==> src/position_port_pkg.sv <==
// Constants shared by the position output port and its count helper.
package position_port_pkg;
  localparam int unsigned clk_mhz = 125;
  localparam int unsigned pos_width = 16;
  localparam logic [pos_width-1:0] pos_reset = 16'h0000;
  localparam logic [1:0] res_10 = 2'h0;
  localparam logic [1:0] res_12 = 2'h1;
  localparam logic [1:0] res_14 = 2'h2;
  localparam logic [1:0] res_16 = 2'h3;
  localparam logic [pos_width-1:0] mask_10 = 16'h03FF;
  localparam logic [pos_width-1:0] mask_12 = 16'h0FFF;
  localparam logic [pos_width-1:0] mask_14 = 16'h3FFF;
  localparam logic [pos_width-1:0] mask_16 = 16'hFFFF;
  localparam int unsigned shift_10 = 6;
  localparam int unsigned shift_12 = 4;
  localparam int unsigned shift_14 = 2;
  localparam int unsigned shift_16 = 0;
  localparam int unsigned byte_width = 8;
  localparam logic [31:0] addr_ctrl = 32'h0000_0000;
  localparam logic [31:0] addr_status = 32'h0000_0004;
  localparam logic [31:0] addr_mask = 32'h0000_0008;
  localparam logic [31:0] addr_position = 32'h0000_000C;
  localparam logic [31:0] addr_latched = 32'h0000_0010;
  localparam int unsigned ev_wrap = 0;
  localparam int unsigned ev_reverse = 1;
  localparam int unsigned ev_load = 2;
  localparam int unsigned ev_count = 3;
  localparam logic [3:0] mask_reset = 4'h0;
endpackage

==> src/position_counter.sv <==
// Position counter stepping by one unit at the selected resolution.
`timescale 1ns/1ps
`default_nettype none
module position_counter
  import position_port_pkg::*;
#(
  parameter int unsigned width = pos_width
) (
  input wire logic pclk,
  input wire logic presetn,
  input wire logic step,
  input wire logic step_up,
  input wire logic load,
  input wire logic [width-1:0] load_value,
  input wire logic [1:0] resolution_select,
  output logic [width-1:0] count,
  output logic wrapped
);
  import position_port_pkg::*;

  typedef struct packed {
    logic [width-1:0] count;
    logic wrapped;
  } counter_state_t;

  counter_state_t state;
  counter_state_t next_state;
  logic [width-1:0] mask;

  always_comb begin
    case (resolution_select)
      res_10: mask = mask_10;
      res_12: mask = mask_12;
      res_14: mask = mask_14;
      default: mask = mask_16;
    endcase
  end

  always_comb begin
    next_state = state;
    next_state.wrapped = 1'b0;
    if (load) begin
      next_state.count = load_value & mask;
    end else if (step) begin
      if (step_up) begin
        next_state.count = (state.count + 1'b1) & mask;
        next_state.wrapped = ((state.count & mask) == mask);
      end else begin
        next_state.count = (state.count - 1'b1) & mask;
        next_state.wrapped = ((state.count & mask) == '0);
      end
    end
  end

  always_ff @(posedge pclk or negedge presetn) begin
    if (!presetn) begin
      state <= '{count: pos_reset, wrapped: 1'b0};
    end else begin
      state <= next_state;
    end
  end

  assign count = state.count;
  assign wrapped = state.wrapped;
endmodule
`default_nettype wire

==> src/tracking_position_output_port.sv <==
// Position output port of a tracking converter with an APB register file.
// Operation
// - Output enable high floats the data pins; low drives the latched word.
// - Half-select high puts the high byte on the low pins, else low byte.
// - Latch hold low freezes the output latch; high resumes copying.
// - Pin-direction low makes data pins inputs loading the count.
// - Busy is high while the count updates; data then invalid.
// - A direction output shows whether the angle rises or falls.
// - A wrap pulse marks roll-over between all ones and all zeros.
// - Two resolution-select inputs choose 10, 12, 14 or 16 bits.
// - The count is unsigned natural binary over one revolution.
// - Every single-unit step of the count gives one busy pulse.
// - Direction is latched, changes on reversal, valid before wrap.
// - Wrap and direction keep working while the latch is held.
`timescale 1ns/1ps
`default_nettype none
module tracking_position_output_port
  import position_port_pkg::*;
#(
  parameter int unsigned width = pos_width
) (
  input wire logic pclk,
  input wire logic presetn,
  input wire logic psel,
  input wire logic penable,
  input wire logic pwrite,
  input wire logic [31:0] paddr,
  input wire logic [31:0] pwdata,
  output logic [31:0] prdata,
  output logic pready,
  output logic pslverr,
  input wire logic step,
  input wire logic step_up,
  input wire logic output_enable_n,
  input wire logic byte_select,
  input wire logic latch_hold_n,
  input wire logic data_load_n,
  input wire logic [1:0] resolution_select,
  input wire logic [width-1:0] position_bus_in,
  output logic [width-1:0] position_bus_out,
  output logic [width-1:0] position_bus_oe,
  output logic busy,
  output logic direction,
  output logic wrap_pulse,
  output logic irq
);
  import position_port_pkg::*;

  ////////////////////////////////////////////////////////////////////////////
  // State record.

  typedef struct packed {
    logic [width-1:0] latched;
    logic [width-1:0] bus_out;
    logic [width-1:0] bus_oe;
    logic busy;
    logic direction;
    logic wrap;
    logic [3:0] status;
    logic [3:0] mask;
    logic [31:0] rdata;
    logic ready;
    logic slverr;
    logic irq;
    logic soft_hold;
  } port_state_t;

  port_state_t state;
  port_state_t next_state;
  logic [width-1:0] count;
  logic wrapped;
  logic load;
  logic [width-1:0] aligned;
  logic [width-1:0] word;
  logic [3:0] events;
  logic access;
  logic rd_status;

  ////////////////////////////////////////////////////////////////////////////
  // Counter and pin handling.

  assign load = !data_load_n;

  position_counter #(
    .width(width)
  ) counter_i (
    .pclk(pclk),
    .presetn(presetn),
    .step(step && data_load_n),
    .step_up(step_up),
    .load(load),
    .load_value(position_bus_in),
    .resolution_select(resolution_select),
    .count(count),
    .wrapped(wrapped)
  );

  always_comb begin
    case (resolution_select)
      res_10: aligned = width'(count << shift_10);
      res_12: aligned = width'(count << shift_12);
      res_14: aligned = width'(count << shift_14);
      default: aligned = width'(count << shift_16);
    endcase
  end

  assign access = psel && penable && !state.ready;
  assign rd_status = access && !pwrite && (paddr == addr_status);
  assign events = {step && data_load_n, load,
                   step && data_load_n && (step_up != state.direction),
                   state.wrap};

  always_comb begin
    next_state = state;
    next_state.busy = step && data_load_n;
    if (step && data_load_n) begin
      next_state.direction = step_up;
    end
    next_state.wrap = wrapped;
    if (latch_hold_n && !state.soft_hold && !state.busy) begin
      next_state.latched = aligned;
    end
    word = state.latched;
    if (byte_select) begin
      word = {state.latched[width-1:byte_width],
              state.latched[width-1:byte_width]};
    end
    next_state.bus_out = word;
    next_state.bus_oe = (!output_enable_n && data_load_n) ? '1 : '0;
    next_state.ready = access;
    next_state.slverr = 1'b0;
    next_state.rdata = 32'h0000_0000;
    next_state.status = (rd_status ? 4'h0 : state.status) | events;
    if (access) begin
      if (pwrite) begin
        case (paddr)
          addr_ctrl: next_state.soft_hold = pwdata[0];
          addr_mask: next_state.mask = pwdata[3:0];
          addr_status, addr_position, addr_latched: ;
          default: next_state.slverr = 1'b1;
        endcase
      end else begin
        case (paddr)
          addr_ctrl: next_state.rdata = {31'h0, state.soft_hold};
          addr_status: next_state.rdata = {28'h0, state.status};
          addr_mask: next_state.rdata = {28'h0, state.mask};
          addr_position: next_state.rdata = 32'(count);
          addr_latched: next_state.rdata = 32'(state.latched);
          default: next_state.slverr = 1'b1;
        endcase
      end
    end
    next_state.irq = |(next_state.status & state.mask);
  end

  always_ff @(posedge pclk or negedge presetn) begin
    if (!presetn) begin
      state <= '{latched: pos_reset, bus_out: pos_reset, bus_oe: '0,
                 busy: 1'b0, direction: 1'b1, wrap: 1'b0, status: 4'h0,
                 mask: mask_reset, rdata: 32'h0000_0000, ready: 1'b0,
                 slverr: 1'b0, irq: 1'b0, soft_hold: 1'b0};
    end else begin
      state <= next_state;
    end
  end

  assign prdata = state.rdata;
  assign pready = state.ready;
  assign pslverr = state.slverr;
  assign position_bus_out = state.bus_out;
  assign position_bus_oe = state.bus_oe;
  assign busy = state.busy;
  assign direction = state.direction;
  assign wrap_pulse = state.wrap;
  assign irq = state.irq;
endmodule
`default_nettype wire

==> config.mk <==
export PLATFORM = sky130hd
export DESIGN_NAME = tracking_position_output_port
export DESIGN_NICKNAME = d
export VERILOG_FILES = /design/src/position_port_pkg.sv /design/src/position_counter.sv /design/src/tracking_position_output_port.sv
export SDC_FILE = /design/constraint.sdc
export NUM_CORES = 1
export LEC_CHECK = 0
export BUFFER_PORTS_ARGS = -buffer_cell sky130_fd_sc_hd__buf_2
export CAP_MARGIN = 0
export CORE_MARGIN = 5
export CORE_UTILIZATION = 56
export CTS_CLUSTER_DIAMETER = 50
export CTS_CLUSTER_SIZE = 24
export DETAILED_ROUTE_END_ITERATION = 12
export HOLD_SLACK_MARGIN = 0.1
export PLACE_DENSITY = 0.92
export SLEW_MARGIN = 20
export SYNTH_ARGS = -nofsm -noshare
export SYNTH_HDL_FRONTEND = slang
export SYNTH_SLANG_ARGS = --single-unit
==> constraint.sdc <==
create_clock -name pclk -period 6.55 [get_ports pclk]
set_input_delay 0.655 -clock pclk [delete_from_list [all_inputs] [get_ports pclk]]
set_output_delay 0.655 -clock pclk [all_outputs]
set_load 0.05 [all_outputs]
==> results.toml <==
[finish]
fin_nets = 696
fin_cells = 701
diodes = 0
area_growth_pct = 7.17
drive_above_1_share = 0.277

[clocking]
cts_root_buf = "clkbuf_8"
cts_max_level = 3
ctsHoldBuffers = 0
postCtsSetupBuffers = 0
tritoncts = "done"
cts_buffers = 9
clkTransAtPathRegs_ns = 0.09
clock_path_buffers = 2
clock_latency_ns = 0.36
cts_sinks = 81
cts.repair.resized = 0

[sta]
postLayoutSetupSlackWorst_ns = 3.65
hold_viol = 0
layout_min_cycle_time_ns = 2.90
relSlewSlack = 0.439
setup_tns_ns = 0
setup_viol = 0
fin_crit_sh = 0.443
rsz0062_at_grt = "false"
finalMaxSlewViolations = 0
max_freq_mhz = 345
worstMarginPinSlew_ns = 0.842
whs_ns = 0.326
finClkSkew_ns = 0.0157

[routing]
vias_per_cell = 5.86
drtIter0Drc = 349
vias = 4110
drt-total-wl_mm = 11.9
antenna_left = 0
dr.pass1.iters = 6
wire_per_inst_um = 17.0
drc = 0

[synthesis]
avgSynthCellArea_um2 = 9.41
yosys.area_share.simple = 0.145
synthesis.area_um2 = 5040
synthAdderAreaFrac = 0.0387
synth_top_cell_area_share = 0.397
ys_seq_elements = 81
synth_top_family_by_area = "compound AO/OA/AOI/OAI gates"
synth_largest_area_cell = "dfrtp_1"
ys_async_sr_fraction = 1.00
synth_cells = 536
ys_seq_area_frac = 0.402
synthMuxAreaShare = 0.0958
synth_warnings = 0
synth_top_cells_by_area = "dfrtp_1 40%, buf_4 9.7%, mux2_2 4.5%"
synthDistinctLibCells = 69
synth_compound_area_frac = 0.173
synth_xor_area_frac = 0.0174
yosys_most_used_dff = "dfrtp_1"
synth_edf_count = 0

[floorplanning]
io_pins = 163
die_area_um2 = 11000
core_um2 = 8760
rows = 34
dieWidth_um = 105
initial_core_util = 0.576
die_h_um = 105

[pwr]
p_per_area_nw_per_um2 = 266
power.leakage_nw = 2.59
power_w = 0.00144
ir_worst_vdd_mv = 0.133

[grt]
grt_max_degree = 82
grt_antenna_before_repair = 0
grtUsageTotal = 0.215
grt_overflow = 0
grt_pass1_vias = 4007
grt_pass1_wl_mm = 19.6

[critical_path]
required_ns = 6.79
cp.arrival_ns = 3.15
cp-end-kind = "flop"
start_kind = "input pin"
path_class = "input pin to flop"
cp_max_fo = 16

[placed_design]
hpwlAfterDp_mm = 8.84
io_buffers = 118
gp_congestion = 0.853
pre_cts_slack_ns = 3.35
place_inst = 685

[status]
outcome = "finished, final reports clean"

[run]
maxCapViolations = 0

[worst_hold_path]
hold_class = "input pin to asynchronous set/reset pin"
-- Yosys cell counts (2+ instances only) --
cell	instances
dfrtp_1	80
buf_4	65
nor2_1	45
nand2_1	43
o21ai_0	27
a21oi_1	24
a22oi_1	22
mux2_2	20
mux2i_1	19
clkbuf_1	15
ha_1	14
o21ai_1	13
nand3_1	11
xnor2_1	10
nor4_1	9
nand4_1	8
buf_2	7
inv_1	7
a211oi_1	6
a21o_1	6
mux2_1	6
nor2b_1	6
nor3_1	6
and3_1	5
buf_1	4
o21a_1	4
nand3b_1	3
or3_1	3
a2111oi_0	2
a211o_1	2
a22o_1	2
a31oi_1	2
o21bai_1	2
o221ai_1	2
o41ai_1	2
-- report_power, final --
group | switching [W] | internal, W
clock | 0.000194 | 0.000141
combinational | 0.000314 | 0.000162
sequential | 0.0000677 | 0.000557
-- worst paths after layout --
check,start,end,slack (ns),depth (start not counted)
max reg2reg,counter_i.count[0]$_DFFE_PN0P_,counter_i.count[14]$_DFFE_PN0P_,3.96,7
max in group asynchronous,presetn,counter_i.count[0]$_DFFE_PN0P_,5.76,1
min reg2reg,counter_i.wrapped$_DFF_PN0_,wrap_pulse$_DFF_PN0_,0.36,0
max,step_up,counter_i.count[14]$_DFFE_PN0P_,3.65,9
min,presetn,position_bus_out[3]$_DFF_PN0_,0.33,1
min in group pclk,counter_i.wrapped$_DFF_PN0_,wrap_pulse$_DFF_PN0_,0.36,0
-- final cells by class --
cell class	instances	area [um2]
clock buffer	9	124
tap	108	135
clock inverter	7	55.1
multi-input combinational	369	2430
fill	699	3360
inverter	9	35.0
timing repair buffer	118	597
sequential	81	2030
-- routing by layer --
layer,global-route usage,share of wire
met1,0.291,0.41
met2,0.352,0.49
met3,0.0512,0.083
met4,0.0530,0.015
met5,0,0
-- cells in the final DEF (no fill, tap or decap), types with 3 or more instances in the layout --
| cell type | synthesis | layout |
|---|---|---|
| buf_2 | 7 | 117 |
| dfrtp_1 | 80 | 80 |
| nor2_1 | 45 | 45 |
| nand2_1 | 43 | 43 |
| o21ai_0 | 27 | 27 |
| a21oi_1 | 24 | 24 |
| a22oi_1 | 22 | 22 |
| mux2_2 | 20 | 20 |
| mux2i_1 | 19 | 19 |
| conb_1 | 1 | 16 |
| ha_1 | 14 | 14 |
| o21ai_1 | 13 | 13 |
| nand3_1 | 11 | 11 |
| xnor2_1 | 10 | 10 |
| nor4_1 | 9 | 9 |
| clkbuf_8 | 0 | 9 |
| nand4_1 | 8 | 8 |
| inv_1 | 7 | 7 |
| nor3_1 | 6 | 6 |
| nor2b_1 | 6 | 6 |
| a21o_1 | 6 | 6 |
| mux2_1 | 6 | 6 |
| a211oi_1 | 6 | 6 |
| and3_1 | 5 | 5 |
| o21a_1 | 4 | 4 |
| clkinv_2 | 1 | 3 |
| nand3b_1 | 3 | 3 |
| or3_1 | 3 | 3 |
-- through the flow --
stage,utilization,instance area [um2]
2_1_floorplan,-,5100
3_3_place_gp,0.596,5220
3_5_place_dp,0.596,5220
4_1_cts,0.616,5400
5_1_grt,0.617,5410
6_report,0.617,5410
-- worst max-delay path: stages --
cell	delay, ns
buf_2	0.17
inv_1	0.31
fa_1	0.57
a211oi_1	0.27
o21bai_1	0.16
a2111oi_0	0.48
nor3_1	0.17
a211oi_1	0.26
o21ai_1	0.09
-- kinds of logic (layout without fill, tap and decap cells) --
family                   after synthesis  in the layout
AO/OA/AOI/OAI                        131            131
XOR/XNOR                              10             10
adder cells (fa/ha/maj)               15             15
buffers and inverters                101            143
flip-flops                            81             81
multiplexers                          45             45
other                                  1             16
AND/OR/NAND/NOR                      152            152
-- registers in the layout (all words and copies together) (netlist names), 16 cells and up --
register and flops:
counter_i.count 16, prdata 16, state 25, position_bus_out 16
(Power assumes the default switching activity.)
